==> src/shared/flc_pkg.sv <==
/*
  flc_pkg: constants, command codes, timing counts and carriers for the
  flash command host.
  assumes a byte-wide flash whose command register is reached through its
  strobe pins, and a 100 MHz host clock.
*/
// Operation
// - 00H write selects array read
// - after 90H, addresses 0/1 give ids
// - id mode stays until another command
// - A0H latches address, ends erase
// - host verifies each byte with A0H
// - on mismatch re-erase, resume at address
// - host leaves verify with valid command
// - host compares verify byte, advances on match
// - 10 us pulses, verify each, max 25
// - preprogram whole array to 00H before erase
// - write needs strobe and select both low

package flc_pkg;

  localparam int CLK_MHZ = 100;
  localparam int ADDR_W = 15;
  localparam int DATA_W = 8;

  localparam logic [7:0] CMD_READ = 8'h00;
  localparam logic [7:0] CMD_ID = 8'h90;
  localparam logic [7:0] CMD_ERASE = 8'h20;
  localparam logic [7:0] CMD_EVFY = 8'hA0;
  localparam logic [7:0] CMD_PROG = 8'h40;
  localparam logic [7:0] CMD_PVFY = 8'hC0;
  localparam logic [7:0] CMD_RESET = 8'hFF;
  localparam logic [7:0] ERASED_BYTE = 8'hFF;
  localparam logic [7:0] PREPROG_BYTE = 8'h00;

  // program pulse, write strobe, access and verify recovery times
  localparam int T_PROG_NS = 10000;
  localparam int T_WE_NS = 100;
  localparam int T_ACC_NS = 150;
  localparam int T_WHGL_NS = 6000;
  localparam int T_ERASE_MS = 10;
  localparam int T_VPP_US = 100;
  localparam int PROG_CYC = (T_PROG_NS * CLK_MHZ + 999) / 1000;
  localparam int WE_CYC = (T_WE_NS * CLK_MHZ + 999) / 1000;
  localparam int ACC_CYC = (T_ACC_NS * CLK_MHZ + 999) / 1000;
  localparam int REC_CYC = (T_WHGL_NS * CLK_MHZ + 999) / 1000;
  localparam int ERASE_CYC_DEF = T_ERASE_MS * 1000 * CLK_MHZ;
  localparam int VPP_CYC_DEF = T_VPP_US * CLK_MHZ;
  localparam int MAX_PULSES_DEF = 25;
  localparam int MAX_ERASES_DEF = 1000;

  typedef enum logic [1:0] {
    FLC_OP_READ,
    FLC_OP_ID,
    FLC_OP_PROG,
    FLC_OP_ERASE
  } flc_op_t;

  typedef struct packed {
    flc_op_t op;
    logic [ADDR_W-1:0] addr;
    logic [DATA_W-1:0] data;
  } flc_req_t;

  typedef struct packed {
    logic wr;
    logic [ADDR_W-1:0] addr;
    logic [DATA_W-1:0] data;
  } flc_cyc_t;

endpackage

==> src/rtl/flc_host.sv <==
/*
  flc_host: host-side sequencer for a command-register flash. Runs array
  read, identifier read, pulsed byte program and full chip erase.
  assumes o_program_supply_high switches the flash programming supply and
  that the flash data pins are resolved outside from o_fl_dq_oe.
*/
`timescale 1ns/1ps
`default_nettype none

module flc_host
  import flc_pkg::*;
#(
  parameter int VPP_CYC = VPP_CYC_DEF,
  parameter int ERASE_CYC = ERASE_CYC_DEF,
  parameter int MAX_PULSES = MAX_PULSES_DEF,
  parameter int MAX_ERASES = MAX_ERASES_DEF,
  parameter int LAST_ADDR = (1 << ADDR_W) - 1
) (
  // clock and reset
  input wire logic i_clk,
  input wire logic i_sys_rst,
  // request port
  input wire logic i_start,
  input wire flc_req_t i_req,
  output logic o_busy,
  output logic o_done,
  output logic o_fail,
  output logic [DATA_W-1:0] o_rdata,
  // flash pins
  output logic [ADDR_W-1:0] o_fl_addr,
  output logic [DATA_W-1:0] o_fl_dq_out,
  output logic o_fl_dq_oe,
  input wire logic [DATA_W-1:0] i_fl_dq_in,
  output logic o_fl_ce_n,
  output logic o_fl_oe_n,
  output logic o_fl_we_n,
  output logic o_program_supply_high
);

  typedef enum logic [4:0] {
    S_IDLE, S_VPP_UP, S_CMD_RD, S_READ,
    S_PP_SETUP, S_PP_DATA, S_PP_WAIT, S_PP_VCMD, S_PP_REC, S_PP_READ,
    S_ER_SETUP, S_ER_GO, S_ER_WAIT, S_ER_VCMD, S_ER_REC, S_ER_READ,
    S_RST1, S_RST2, S_EXIT, S_VPP_DN, S_FIN
  } flc_st_t;

  flc_st_t st_q;
  flc_req_t req_q;
  logic [31:0] cnt_q;
  logic sent_q;
  logic preprog_q;
  logic [ADDR_W-1:0] addr_q;
  logic [7:0] pulses_q;
  logic [15:0] erases_q;
  logic [31:0] pw_q;
  flc_cyc_t cyc;
  logic cyc_start;
  logic cyc_done;
  logic [DATA_W-1:0] cyc_rdata;
  logic [DATA_W-1:0] pdata;
  logic is_id;
  logic pp_match;
  logic er_match;

  function automatic logic is_last(input logic [ADDR_W-1:0] a);
    return a == ADDR_W'(LAST_ADDR);
  endfunction

  function automatic logic is_bus(input flc_st_t s);
    return !(s inside {S_IDLE, S_VPP_UP, S_PP_WAIT, S_PP_REC,
                       S_ER_WAIT, S_ER_REC, S_VPP_DN, S_FIN});
  endfunction

  assign is_id = (req_q.op == FLC_OP_ID);
  assign pdata = preprog_q ? PREPROG_BYTE : req_q.data;
  assign cyc_start = is_bus(st_q) && !sent_q;
  assign pp_match = (cyc_rdata == pdata);
  assign er_match = (cyc_rdata == ERASED_BYTE);

  // cycle to place on the pins for each bus state
  always_comb begin
    cyc = '{wr: 1'b1, addr: addr_q, data: CMD_READ};
    unique case (st_q)
      S_CMD_RD: cyc.data = is_id ? CMD_ID : CMD_READ;
      S_READ: begin
        cyc.wr = 1'b0;
        // identifier bytes sit at addresses 0 and 1
        cyc.addr = is_id ? {{(ADDR_W-1){1'b0}}, addr_q[0]} : addr_q;
      end
      S_PP_SETUP: cyc.data = CMD_PROG;
      S_PP_DATA: cyc.data = pdata;
      S_PP_VCMD: cyc.data = CMD_PVFY;
      S_PP_READ: cyc.wr = 1'b0;
      S_ER_SETUP, S_ER_GO: cyc.data = CMD_ERASE;
      S_ER_VCMD: cyc.data = CMD_EVFY;
      S_ER_READ: cyc.wr = 1'b0;
      S_RST1, S_RST2: cyc.data = CMD_RESET;
      default: cyc.data = CMD_READ;
    endcase
  end

  always_ff @(posedge i_clk or posedge i_sys_rst) begin
    if (i_sys_rst) begin
      sent_q <= 1'b0;
    end else if (cyc_done) begin
      sent_q <= 1'b0;
    end else if (cyc_start) begin
      sent_q <= 1'b1;
    end
  end

  always_ff @(posedge i_clk or posedge i_sys_rst) begin
    if (i_sys_rst) begin
      req_q <= '0;
    end else if (st_q == S_IDLE && i_start) begin
      req_q <= i_req;
    end
  end

  // main sequencer with its wait counter
  always_ff @(posedge i_clk or posedge i_sys_rst) begin
    if (i_sys_rst) begin
      st_q <= S_IDLE;
      cnt_q <= '0;
    end else begin
      if (cnt_q != 32'h0) begin
        cnt_q <= cnt_q - 32'h1;
      end
      unique case (st_q)
        S_IDLE: if (i_start) begin
          if (i_req.op == FLC_OP_READ) begin
            st_q <= S_CMD_RD;
          end else begin
            st_q <= S_VPP_UP;
            cnt_q <= 32'(VPP_CYC - 1);
          end
        end
        S_VPP_UP: if (cnt_q == 32'h0) begin
          st_q <= is_id ? S_CMD_RD : S_PP_SETUP;
        end
        S_CMD_RD: if (cyc_done) st_q <= S_READ;
        S_READ: if (cyc_done) st_q <= is_id ? S_EXIT : S_FIN;
        S_PP_SETUP: if (cyc_done) st_q <= S_PP_DATA;
        S_PP_DATA: if (cyc_done) begin
          st_q <= S_PP_WAIT;
          cnt_q <= 32'(PROG_CYC - 1);
        end
        S_PP_WAIT: if (cnt_q == 32'h0) st_q <= S_PP_VCMD;
        S_PP_VCMD: if (cyc_done) begin
          st_q <= S_PP_REC;
          cnt_q <= 32'(REC_CYC - 1);
        end
        S_PP_REC: if (cnt_q == 32'h0) st_q <= S_PP_READ;
        S_PP_READ: if (cyc_done) begin
          if (pp_match) begin
            if (!preprog_q) st_q <= S_EXIT;
            else if (is_last(addr_q)) st_q <= S_ER_SETUP;
            else st_q <= S_PP_SETUP;
          end else if (32'(pulses_q) >= 32'(MAX_PULSES)) begin
            st_q <= S_RST1;
          end else begin
            st_q <= S_PP_SETUP;
          end
        end
        S_ER_SETUP: if (cyc_done) st_q <= S_ER_GO;
        S_ER_GO: if (cyc_done) begin
          st_q <= S_ER_WAIT;
          cnt_q <= 32'(ERASE_CYC - 1);
        end
        S_ER_WAIT: if (cnt_q == 32'h0) st_q <= S_ER_VCMD;
        S_ER_VCMD: if (cyc_done) begin
          st_q <= S_ER_REC;
          cnt_q <= 32'(REC_CYC - 1);
        end
        S_ER_REC: if (cnt_q == 32'h0) st_q <= S_ER_READ;
        S_ER_READ: if (cyc_done) begin
          if (er_match) begin
            st_q <= is_last(addr_q) ? S_EXIT : S_ER_VCMD;
          end else if (32'(erases_q) >= 32'(MAX_ERASES)) begin
            st_q <= S_RST1;
          end else begin
            st_q <= S_ER_SETUP;
          end
        end
        S_RST1: if (cyc_done) st_q <= S_RST2;
        S_RST2: if (cyc_done) st_q <= S_EXIT;
        S_EXIT: if (cyc_done) begin
          st_q <= S_VPP_DN;
          cnt_q <= 32'(VPP_CYC - 1);
        end
        S_VPP_DN: if (cnt_q == 32'h0) st_q <= S_FIN;
        S_FIN: st_q <= S_IDLE;
        default: st_q <= S_IDLE;
      endcase
    end
  end

  // byte address walk and preprogram flag
  always_ff @(posedge i_clk or posedge i_sys_rst) begin
    if (i_sys_rst) begin
      addr_q <= '0;
      preprog_q <= 1'b0;
    end else if (st_q == S_IDLE && i_start) begin
      addr_q <= (i_req.op == FLC_OP_ERASE) ? '0 : i_req.addr;
      preprog_q <= (i_req.op == FLC_OP_ERASE);
    end else if (st_q == S_PP_READ && cyc_done && pp_match && preprog_q) begin
      addr_q <= is_last(addr_q) ? '0 : addr_q + ADDR_W'(1);
      preprog_q <= !is_last(addr_q);
    end else if (st_q == S_ER_READ && cyc_done && er_match) begin
      addr_q <= addr_q + ADDR_W'(1);
    end
  end

  // pulse and erase counts
  always_ff @(posedge i_clk or posedge i_sys_rst) begin
    if (i_sys_rst) begin
      pulses_q <= '0;
      erases_q <= '0;
    end else begin
      if (st_q == S_IDLE || (st_q == S_PP_READ && cyc_done && pp_match)) begin
        pulses_q <= '0;
      end else if (st_q == S_PP_DATA && cyc_done) begin
        pulses_q <= pulses_q + 8'h01;
      end
      if (st_q == S_IDLE) begin
        erases_q <= '0;
      end else if (st_q == S_ER_GO && cyc_done) begin
        erases_q <= erases_q + 16'h0001;
      end
    end
  end

  // programming supply: raised before any command write of an identifier read, program or erase; array read writes without it
  always_ff @(posedge i_clk or posedge i_sys_rst) begin
    if (i_sys_rst) begin
      o_program_supply_high <= 1'b0;
    end else if (st_q == S_IDLE && i_start && i_req.op != FLC_OP_READ) begin
      o_program_supply_high <= 1'b1;
    end else if (st_q == S_EXIT && cyc_done) begin
      o_program_supply_high <= 1'b0;
    end
  end

  always_ff @(posedge i_clk or posedge i_sys_rst) begin
    if (i_sys_rst) begin
      o_busy <= 1'b0;
      o_done <= 1'b0;
      o_fail <= 1'b0;
      o_rdata <= '0;
    end else begin
      o_done <= (st_q == S_FIN);
      if (st_q == S_IDLE && i_start) begin
        o_busy <= 1'b1;
        o_fail <= 1'b0;
      end else if (st_q == S_FIN) begin
        o_busy <= 1'b0;
      end
      if (st_q == S_RST1 && cyc_start) begin
        o_fail <= 1'b1;
      end
      if (st_q == S_READ && cyc_done) begin
        o_rdata <= cyc_rdata;
      end
    end
  end

  flc_bus_cycle u_cycle (
    .i_clk(i_clk),
    .i_sys_rst(i_sys_rst),
    .i_start(cyc_start),
    .i_cyc(cyc),
    .o_done(cyc_done),
    .o_rdata(cyc_rdata),
    .o_addr(o_fl_addr),
    .o_dq_out(o_fl_dq_out),
    .o_dq_oe(o_fl_dq_oe),
    .i_dq_in(i_fl_dq_in),
    .o_ce_n(o_fl_ce_n),
    .o_oe_n(o_fl_oe_n),
    .o_we_n(o_fl_we_n)
  );

  // cycles spent in the current program pulse
  always_ff @(posedge i_clk or posedge i_sys_rst) begin
    if (i_sys_rst) begin
      pw_q <= '0;
    end else if (st_q == S_PP_WAIT) begin
      pw_q <= pw_q + 32'h1;
    end else begin
      pw_q <= '0;
    end
  end
endmodule // flc_host

`default_nettype wire

==> src/rtl/flc_bus_cycle.sv <==
/*
  flc_bus_cycle: runs one write or one read cycle on the flash pins.
  assumes the caller starts a cycle only after the previous o_done.
*/
`timescale 1ns/1ps
`default_nettype none

module flc_bus_cycle
  import flc_pkg::*;
(
  // clock and reset
  input wire logic i_clk,
  input wire logic i_sys_rst,
  // cycle request and answer
  input wire logic i_start,
  input wire flc_cyc_t i_cyc,
  output logic o_done,
  output logic [DATA_W-1:0] o_rdata,
  // flash pins
  output logic [ADDR_W-1:0] o_addr,
  output logic [DATA_W-1:0] o_dq_out,
  output logic o_dq_oe,
  input wire logic [DATA_W-1:0] i_dq_in,
  output logic o_ce_n,
  output logic o_oe_n,
  output logic o_we_n
);

  localparam int RD_CYC = ACC_CYC + 2;

  typedef enum logic [2:0] {C_IDLE, C_SETUP, C_WE, C_HOLD, C_RD} flc_cst_t;

  flc_cst_t st_q;
  logic [7:0] cnt_q;
  logic wr_q;
  logic [DATA_W-1:0] dq_s1_q;
  logic [DATA_W-1:0] dq_s2_q;

  always_ff @(posedge i_clk or posedge i_sys_rst) begin
    if (i_sys_rst) begin
      dq_s1_q <= '0;
      dq_s2_q <= '0;
    end else begin
      dq_s1_q <= i_dq_in;
      dq_s2_q <= dq_s1_q;
    end
  end

  always_ff @(posedge i_clk or posedge i_sys_rst) begin
    if (i_sys_rst) begin
      st_q <= C_IDLE;
      cnt_q <= '0;
      wr_q <= 1'b0;
      o_done <= 1'b0;
      o_rdata <= '0;
      o_addr <= '0;
      o_dq_out <= '0;
      o_dq_oe <= 1'b0;
      o_ce_n <= 1'b1;
      o_oe_n <= 1'b1;
      o_we_n <= 1'b1;
    end else begin
      o_done <= 1'b0;
      unique case (st_q)
        C_IDLE: if (i_start) begin
          // address settles before the falling strobe
          o_addr <= i_cyc.addr;
          o_dq_out <= i_cyc.data;
          wr_q <= i_cyc.wr;
          o_ce_n <= 1'b0;
          st_q <= C_SETUP;
        end
        C_SETUP: begin
          if (wr_q) begin
            o_we_n <= 1'b0;
            o_dq_oe <= 1'b1;
            cnt_q <= 8'(WE_CYC - 1);
            st_q <= C_WE;
          end else begin
            o_oe_n <= 1'b0;
            cnt_q <= 8'(RD_CYC - 1);
            st_q <= C_RD;
          end
        end
        C_WE: begin
          if (cnt_q == 8'h00) begin
            o_we_n <= 1'b1;
            st_q <= C_HOLD;
          end else begin
            cnt_q <= cnt_q - 8'h01;
          end
        end
        C_HOLD: begin
          // data held one cycle past the rising strobe
          o_ce_n <= 1'b1;
          o_dq_oe <= 1'b0;
          o_done <= 1'b1;
          st_q <= C_IDLE;
        end
        C_RD: begin
          if (cnt_q == 8'h00) begin
            o_rdata <= dq_s2_q;
            o_oe_n <= 1'b1;
            o_ce_n <= 1'b1;
            o_done <= 1'b1;
            st_q <= C_IDLE;
          end else begin
            cnt_q <= cnt_q - 8'h01;
          end
        end
      endcase
    end
  end
endmodule // flc_bus_cycle

`default_nettype wire

==> config.mk <==
export PLATFORM = sky130hd
export DESIGN_NAME = flc_host
export DESIGN_NICKNAME = d
export VERILOG_FILES = /design/src/shared/flc_pkg.sv /design/src/rtl/flc_host.sv /design/src/rtl/flc_bus_cycle.sv
export SDC_FILE = /design/constraint.sdc
export NUM_CORES = 1
export LEC_CHECK = 0
export BUFFER_PORTS_ARGS = -buffer_cell sky130_fd_sc_hd__buf_2
export CAP_MARGIN = 20
export CORE_MARGIN = 4
export CORE_UTILIZATION = 35
export CTS_CLUSTER_SIZE = 24
export DETAILED_ROUTE_END_ITERATION = 12
export HOLD_SLACK_MARGIN = 0.02
export PLACE_DENSITY = 0.55
export SLEW_MARGIN = 20
export SYNTH_ARGS = -nofsm -noshare
export SYNTH_HDL_FRONTEND = slang
export SYNTH_SLANG_ARGS = --single-unit
export TNS_END_PERCENT = 100
==> constraint.sdc <==
create_clock -name i_clk -period 8.6 [get_ports i_clk]
set_input_delay 1.29 -clock i_clk [delete_from_list [all_inputs] [get_ports i_clk]]
set_output_delay 1.29 -clock i_clk [all_outputs]
set_load 0.01 [all_outputs]
==> Yosys cells after proc, flatten, opt, wreduce, memory -nomap -nowiden <==
Cells that the tools add are included.
W data, S select, Z words.
{ "word_totals": {"reg_bits": 164, "wordCells": 224, "output_inout_bits": 39, "inputBits": 36} }
{ "op_classes": {"mux": 83, "reduce_logical": 52, "n_eq_ne": 55, "n_addsub": 5, "order_cmp": 2} }
{ "ops": {"columns": ["cell", "count"], "rows": [
  ["$mux W32", 7],
  ["$pmux W32 S5", 1],
  ["$mux W5", 27],
  ["$mux W15", 7],
  ["$pmux W5 S20", 1],
  ["$pmux W8 S7", 1],
  ["$ne A2 B1 Y1 const B", 21],
  ["$eq A5 B4 Y1 const B", 8],
  ["$mux W8", 5],
  ["$logic_not A32 Y1", 1],
  ["$mux W16", 2],
  ["$reduce_bool A32 Y1", 1],
  ["$sub A32 B1 Y32 const B", 1],
  ["$eq A5 B5 Y1 const B", 5],
  ["$reduce_bool A2 Y1", 12],
  ["$eq A5 B3 Y1 const B", 4],
  ["$reduce_and A20 Y1", 1],
  ["$mux W3", 6],
  ["$mux W1", 17],
  ["$add A16 B1 Y16 const B", 1],
  ["$ge A16 B10 Y1 const B", 1],
  ["$pmux W8 S2", 1],
  ["$add A15 B1 Y15 const B", 1],
  ["$eq A15 B15 Y1 const B", 1],
  ["other kinds (31)", 64]
]} }

==> Depth between registers and ports, before layout <==
Gate-level depths: netlist of run 1.
{ "depth": {"ltp_word": 6, "mapped_depth": 9, "depth_no_buf": 8} }

==> Hierarchy <==
From an unflattened synthesis of run 1, not the netlist that was laid out.
{ "hier_totals": {"hier_cells": 895, "hier_area_um2": 8674.6} }
{ "by_module_without_submodules": {"columns": ["mod", "seq_area_each_um2", "n_inst", "area_per_inst_um2", "cells_per_inst"], "rows": [
  ["flc_host", 2502.4, 1, 6168.4, 711],
  ["flc_bus_cycle", 1605.3, 1, 2506.2, 184]
]} }

==> Worst setup path before layout of run 1 <==
OpenSTA, ideal clock, no wires.
{ "synth_timing": {"kind": "input-to-reg", "start": "input i_start", "end": "register cnt_q[17]", "setup_ns": 0.141, "required_ns": 8.459, "arrival_ns": 2.354, "path_stages": 5, "setup_slack_ns": 6.105, "cell_sequence": "nand3_1 o221ai_1 o21a_1 a21boi_0 o21ai_1"} }
{ "synth_between": {"elab_chain_len": 2} }
{ "synth_rtl": {"columns": ["element", "line", "source"], "rows": [
  ["from (decl)", "flc_host.sv:23", "input wire logic i_start,"],
  ["$mux W32", "flc_host.sv:130", "S_IDLE: if (i_start) begin"],
  ["$pmux W32 S5", "flc_host.sv:129", "unique case (st_q)"],
  ["to (signal assigned)", "flc_host.sv:127", "cnt_q <= cnt_q - 32'h1;"],
  ["to (signal assigned)", "flc_host.sv:135", "cnt_q <= 32'(VPP_CYC - 1);"],
  ["to (signal assigned)", "flc_host.sv:146", "cnt_q <= 32'(PROG_CYC - 1);"],
  ["to (decl)", "flc_host.sv:49", "logic [31:0] cnt_q;"]
]} }
Every way passes these cells.
A chain may end at the register's enable or synchronous reset.

==> Final worst setup path of run 1 <==
{ "layout_timing": {"start": "register st_q[4]", "end": "register addr_q[5]"} }
{ "layout_between": {"elab_chain_len": 6, "elab_cells_between_ends": 12} }
{ "layout_rtl": {"columns": ["element", "line", "source"], "rows": [
  ["from (decl)", "flc_host.sv:47", "flc_st_t st_q;"],
  ["from (signal assigned)", "flc_host.sv:139", "st_q <= is_id ? S_CMD_RD : S_PP_SETUP;"],
  ["from (signal assigned)", "flc_host.sv:142", "S_READ: if (cyc_done) st_q <= is_id ? S_EXIT : S_FIN;"],
  ["from (signal assigned)", "flc_host.sv:178", "st_q <= is_last(addr_q) ? S_EXIT : S_ER_VCMD;"],
  ["$eq A5 B4 Y1", "flc_host.sv:206", "end else if (st_q == S_PP_READ && cyc_done && pp_match && preprog_q) begin"],
  ["$logic_and A1 B1 Y1 (3 in series)", "flc_host.sv:206", null],
  ["$mux W15", "flc_host.sv:206", null],
  ["$mux W15", "flc_host.sv:203", "end else if (st_q == S_IDLE && i_start) begin"],
  ["to (signal assigned)", "flc_host.sv:204", "addr_q <= (i_req.op == FLC_OP_ERASE) ? '0 : i_req.addr;"],
  ["to (signal assigned)", "flc_host.sv:207", "addr_q <= is_last(addr_q) ? '0 : addr_q + ADDR_W'(1);"],
  ["to (signal assigned)", "flc_host.sv:210", "addr_q <= addr_q + ADDR_W'(1);"],
  ["to (decl)", "flc_host.sv:52", "logic [ADDR_W-1:0] addr_q;"]
]} }
Parallel ways exist; a longest one is shown, timed or not.

==> results.py, run 1 <==
metrics = {
    "status": {
        "outcome": "completed",
    },
    "yosys": {
        "synthFlopType": "dfrtp_1",
        "synth_top_family_by_area": "simple AND/OR/NAND/NOR gates",
        "yosysWarnings": 0,
        "synth_largest_area_cell": "dfrtp_1",
        "synth.area.mux_share_pct": 3.61,
        "synth_top_area_share_pct": 45.8,
        "syn_area_sq_um": 8800,
        "synth_edf_count": 0,
        "synth_fa_ha_area_share_pct": 1.28,
        "synth_xor_area_share_pct": 6.17,
        "yosysMostFrequentCell": "dfrtp_1",
        "synthesis.instances": 966,
        "ys_top_cells_by_count": "dfrtp_1 (161), nand2_1 (142), nor2_1 (97)",
        "yosysSeqAreaShare_pct": 46.7,
        "synthArstFlopShare_pct": 100,
        "ys_ff_latch": 164,
        "avgSynthCellArea_sq_um": 9.11,
        "synth_area_leaders": "dfrtp_1 (46%), nand2_1 (6.1%), nor2_1 (4.1%), xnor2_1 (3.6%), o21ai_0 (3.4%)",
        "ys_types": 78,
        "yosys.area_share.simple_pct": 25.3,
        "synth_nets": 1011,
        "synth_compound_area_share_pct": 13.8,
    },
    "clocking": {
        "clkTransAtPathRegs_ps": 80,
        "clock-sinks": 164,
        "cts.path.max_buffers": 2,
        "tritoncts": "yes",
        "cts_max_level": 4,
        "clock-root-buffer": "clkbuf_16",
        "hold_buffers": 0,
        "cts_setup_buffers": 0,
        "numCtsBuffers": 17,
        "clk_latency_ps": 440,
        "cts_resized": 0,
    },
    "route": {
        "drc": 0,
        "routed_wl_um": 21300,
        "drt_iter0_markers": 523,
        "first_pass_iters": 5,
        "route.vias.total": 7150,
        "routedWlPerCell_um": 15.7,
        "ant_nets": 0,
        "vias_per_cell": 5.28,
    },
    "worst_setup_path": {
        "cp-start-kind": "flop",
        "reg2reg_from": "st_q[4]",
        "critPathCapture": "addr_q[5]",
        "cp.arrival_ps": 3790,
        "r2r_end": "addr_q[5]",
        "startpoint": "st_q[4]",
        "cp_max_fo": 32,
        "ff2ff_path_depth": 6,
        "crit_type": "flop to flop",
        "critPathCaptureType": "flop",
        "ff2ff_setup_slack_ps": 5140,
        "crit_required_ps": 8920,
    },
    "place": {
        "io_buffers": 74,
        "preCtsSetupSlack_ps": 4830,
        "placed_area_sq_um": 9410,
        "place_inst": 1321,
        "post-dp-hpwl_um": 14700,
        "finalWeightedCongestion": 0.853,
    },
    "die": {
        "fp-row-count": 57,
        "die_w_um": 167,
        "dieArea_sq_um": 27700,
        "coreArea_sq_um": 24500,
        "die_y_um": 167,
        "io_pins": 75,
        "initial_core_util_pct": 35.9,
    },
    "flow_run": {
        "max_cap_viol_count": 0,
    },
    "sta": {
        "worstMarginPinSlew_ps": 1100,
        "setup_tns_ps": 0,
        "fin_crit_sh_pct": 40.3,
        "min_period_ps": 3460,
        "rsz0062_at_grt": "false",
        "max-slew-margin-rel_pct": 26.7,
        "fin_skew_ps": 18.5,
        "setup_viol": 0,
        "layout_setup_ws_ps": 5140,
        "maxSlewViolCount": 0,
        "hold_violations": 0,
        "fmax_mhz": 289,
    },
    "hold_path": {
        "hold_path_class": "flop to flop",
    },
    "global_routing": {
        "grt_pass1_vias": 7065,
        "grt_usage_pct": 15.7,
        "grt_max_degree": 99,
        "grt_first_pass_wirelength_um": 36400,
        "antenna_found_initial": 0,
        "overflow": 0,
    },
    "layout": {
        "multi_input_area_sq_um": 4420,
        "postLayoutCellArea_sq_um": 10000,
        "n_fill_cell": 2534,
        "seqCellArea_sq_um": 4110,
        "synthToLayoutAreaGrowth_pct": 14.2,
        "fin_cells": 1353,
        "n_antenna_cell": 0,
        "fin_nets": 1061,
        "drive_gt1_share_pct": 15.8,
    },
    "power": {
        "powerDensity_nw_per_um2": 297,
        "ir_drop_mv": 0.133,
        "p_leak_nw": 4.37,
    },
}
metal layers:
layer / global-route usage, % / vias up / wire length, um
met4: 4.06 / 0 / 241
met5: 0 / - / 0
met3: 2.84 / 19 / 693
li1: - / 3525 / -
met1: 21.9 / 3466 / 10300
met2: 25.6 / 140 / 10000
logic make-up after synthesis:
logic type                 count (synthesis)
DFF                                      164
xor gates and xnor gates                  62
buffers and inverters                     70
muxes                                     29
AOI/OAI and AO/OA                        189
and+or+nand+nor                          443
adders and majority gates                  9
stage by stage:
stage / hold slack [ps] / util (%) / power [mW]
finish: 351 / 40.9 / 2.99
global route: 361 / 40.9 / 3.22
CTS: 351 / 40.9 / 3.01
detailed placement: 335 / 38.4 / 2.21
global placement: 332 / 38.4 / 2.20
floorplan: 331 / - / 1.94
sequential cells by signal, indices dropped and copies added, names as in the netlist, 3 cells and up:
| signal | flops |
|---|---|
| cnt_q | 32 |
| erases_q | 16 |
| addr_q | 15 |
| u_cycle.o_addr | 15 |
| req_q | 10 |
| o_rdata | 8 |
| pulses_q | 8 |
| u_cycle.cnt_q | 8 |
| u_cycle.dq_s1_q | 8 |
| u_cycle.dq_s2_q | 8 |
| u_cycle.o_dq_out | 8 |
| u_cycle.o_rdata | 8 |
| st_q | 5 |
| u_cycle.st_q | 3 |
worst min-delay path by stage:
stage / startpoint / end / slack, ps / depth (start not counted)
floorplan: u_cycle.dq_s1_q[0] / u_cycle.dq_s2_q[0] / 330 / 0
finish: u_cycle.dq_s1_q[7] / u_cycle.dq_s2_q[7] / 350 / 0
global placement: u_cycle.dq_s1_q[7] / u_cycle.dq_s2_q[7] / 330 / 0
CTS: u_cycle.dq_s1_q[0] / u_cycle.dq_s2_q[0] / 350 / 0
global route: u_cycle.dq_s1_q[7] / u_cycle.dq_s2_q[7] / 360 / 0
detailed placement: u_cycle.dq_s1_q[3] / u_cycle.dq_s2_q[3] / 330 / 0
critical path, cell delays in order, from the launching register on:
cell and delay, ps:
dfrtp_1 700, nor2b_1 660, nand3_2 300, or4_1 620, o31ai_4 570, o21ai_0 230
a31o_1 260
layout by cell type, fill, tap and decap left out, types with 7 or more instances in the layout:
cell / instances
a21oi_1: 41
a31oi_1: 12
and3_1: 10
buf_2: 74
clkbuf_16: 17
dfrtp_1: 161
ha_1: 9
inv_1: 21
mux2_2: 22
mux2i_1: 7
nand2_1: 142
nand3_1: 42
nand4_1: 17
nor2_1: 97
nor2b_1: 10
nor3_1: 34
nor3b_1: 7
nor4_1: 13
o21ai_0: 59
o22ai_1: 7
or2_2: 7
or3_1: 9
xnor2_1: 36
xor2_1: 26
layout make-up:
cell class	instances	area share, %
clock buffers	17	4.24
clock inverters	15	1.93
inverters	23	0.910
multi-input cells	732	44.0
flip-flops and latches	164	40.9
well taps	324	4.04
repair buffers	78	3.99
where the power goes:
group          total, mW  leakage [nW]  switching (mW)  internal, mW
Sequential          1.25          2.05           0.278         0.968
Clock              0.786         0.300           0.386         0.400
Combinational      0.953          2.02           0.546         0.407
(Power assumes the default switching activity.)
==> run 2, diff against run 1 <==
--- a/config.mk
+++ b/config.mk
@@ -12,7 +12,7 @@
 export CTS_CLUSTER_SIZE = 24
 export DETAILED_ROUTE_END_ITERATION = 12
 export HOLD_SLACK_MARGIN = 0.02
-export PLACE_DENSITY = 0.55
+export PLACE_DENSITY = 0.56
 export SLEW_MARGIN = 20
 export SYNTH_ARGS = -nofsm -noshare
 export SYNTH_HDL_FRONTEND = slang
==> constraint.sdc (replaced) <==
create_clock -name i_clk -period 2.9 [get_ports i_clk]
set_input_delay 0.435 -clock i_clk [delete_from_list [all_inputs] [get_ports i_clk]]
set_output_delay 0.435 -clock i_clk [all_outputs]
set_load 0.01 [all_outputs]
==> run 2 against run 1 <==
Largest cell class unchanged. Highest routed layer unchanged. Setup slack worse by 4800 ps. Routed wire length increased by 1.7%. Combinational power rose to 3.3 times the previous value. Register-to-register slack worse by 4800 ps. Non-clock buffer count is 29 higher. Hold slack got worse by 260 ps. Sequential share of layout area down 0.96 points. Utilization up 0.98 points. Design area up 2.4%. Critical path type unchanged. Sequential cell count is the same.
==> results.py, run 2 (synthesis results as in run 1) <==
metrics = {
    "die": {
        "coreArea_sq_um": 24500,
        "die_y_um": 167,
        "dieArea_sq_um": 27700,
        "initial_core_util_pct": 35.9,
        "die_w_um": 167,
        "fp-row-count": 57,
        "io_pins": 75,
    },
    "clocking": {
        "clkTransAtPathRegs_ps": 70,
        "cts_max_level": 4,
        "clk_latency_ps": 450,
        "hold_buffers": 0,
        "numCtsBuffers": 17,
        "clock-sinks": 164,
        "tritoncts": "yes",
        "clock-root-buffer": "clkbuf_16",
        "cts_setup_buffers": 0,
        "cts_resized": 0,
        "cts.path.max_buffers": 2,
    },
    "sta": {
        "fin_crit_sh_pct": 90.0,
        "setup_tns_ps": 0,
        "whs_ps": 88.9,
        "worstMarginPinSlew_ps": 916,
        "maxSlewViolCount": 0,
        "fmax_mhz": 383,
        "max-slew-margin-rel_pct": 38.9,
        "rsz0062_at_grt": "false",
        "min_period_ps": 2610,
        "hold_violations": 0,
        "setup_viol": 0,
        "fin_skew_ps": 14.9,
    },
    "layout": {
        "final_common_cell": "dfrtp_1",
        "postLayoutCellArea_sq_um": 10300,
        "n_antenna_cell": 0,
        "mostFrequentLayoutCells": "dfrtp_1 (161), nand2_1 (142), nor2_1 (97), buf_2 (74), o21ai_0 (59)",
        "largest_reg_flops": 32,
        "largestRegisters": "cnt_q (32), erases_q (16)",
        "regMostFlops": "cnt_q",
        "drive_gt1_share_pct": 18.1,
        "n_fill_cell": 2525,
        "fin_nets": 1090,
        "synthToLayoutAreaGrowth_pct": 16.9,
    },
    "power": {
        "ir_drop_mv": 0.428,
        "p_clk_share_pct": 25.8,
        "p_sw_share_pct": 40.3,
        "p_leak_nw": 4.52,
        "combPwrFrac_pct": 35.3,
        "powerDensity_nw_per_um2": 875,
        "p_sw_mw": 3.63,
        "p_int_mw": 5.37,
        "seq_power_share_pct": 39.0,
    },
    "place": {
        "io_buffers": 74,
        "finalWeightedCongestion": 0.851,
        "post-dp-hpwl_um": 14900,
        "placed_area_sq_um": 9670,
    },
    "route": {
        "ant_nets": 0,
        "drc": 0,
        "vias_per_cell": 5.22,
        "first_pass_iters": 7,
        "route.met2.wl_um": 9970,
        "routedWlPerCell_um": 15.7,
        "routed_wl_um": 21700,
        "route.vias.total": 7209,
        "top_layer_used": "met4",
        "dr_wl_met3_um": 806,
        "drt_iter0_markers": 408,
        "m1WireLength_um": 10600,
    },
    "worst_setup_path": {
        "cp.arrival_ps": 2940,
        "cp-start-kind": "flop",
        "cp_max_fo": 9,
        "crit_type": "flop to flop",
        "crit_required_ps": 3230,
        "critPathCaptureType": "flop",
    },
    "flow_run": {
        "max_cap_viol_count": 0,
    },
    "hold_path": {
        "hold_path_class": "input port to flop",
    },
    "global_routing": {
        "antenna_found_initial": 0,
        "overflow": 0,
        "grt_usage_pct": 16.0,
        "grt_max_degree": 165,
        "grt_pass1_vias": 7075,
        "grt_first_pass_wirelength_um": 37000,
    },
    "status": {
        "outcome": "completed",
    },
}
==> run 2: stage by stage <==
step	power, mW	worst slack [ps]	instances	utilization (%)
final	9.00	289	1382	41.9
after global routing	9.68	137	1382	41.9
after detailed placement	6.71	300	1350	39.4
after floorplan	5.76	383	966	-
after global placement	6.68	327	1350	39.4
after CTS	9.08	279	1382	41.9
==> run 2: critical path, cell delays in order, from the launching register on <==
cell,delay (ps)
dfrtp_1,420
or4_4,560
or4b_4,540
nor4_4,360
o221a_2,350
o2111ai_1,150
o21a_1,130
==> run 2: power groups by stage <==
stage / Sequential (mW) / Clock (mW) / Combinational, mW
2_1_floorplan: 3.40 / 0 / 2.36
3_3_place_gp: 3.53 / 0 / 3.15
3_5_place_dp: 3.54 / 0 / 3.18
4_1_cts: 3.50 / 2.39 / 3.19
5_1_grt: 3.61 / 2.48 / 3.59
6_report: 3.50 / 2.32 / 3.17
==> run 2: per-layer routing <==
layer	track usage (%)	vias to the layer above
met3	3.20	20
met5	0	-
li1	-	3601
met2	25.3	129
met4	3.59	0
met1	22.9	3459
==> run 2: layout make-up <==
type / count / area, sq um / share of cell area [%]
Clock buffer: 17 / 425 / 4.14
Clock inverter: 15 / 190 / 1.85
Inverter: 23 / 90.1 / 0.876
Multi-Input combinational cell: 732 / 4410 / 42.9
Sequential cell: 164 / 4110 / 39.9
Tap cell: 324 / 405 / 3.94
Timing Repair Buffer: 107 / 656 / 6.38
==> run 2: worst paths after layout <==
kind / cells past startpoint / start / slack [ps] / end
setup / recovery: 6 / cnt_q[4] / 290 / st_q[1]
hold / removal: 1 / i_fl_dq_in[3] / 90 / u_cycle.dq_s1_q[3]
setup reg to reg: 6 / cnt_q[4] / 290 / st_q[1]
hold reg to reg: 0 / u_cycle.dq_s1_q[2] / 350 / u_cycle.dq_s2_q[2]
max in group asynchronous: 3 / i_sys_rst / 1970 / cnt_q[23]
min in group asynchronous: 3 / i_sys_rst / 220 / u_cycle.dq_s1_q[0]
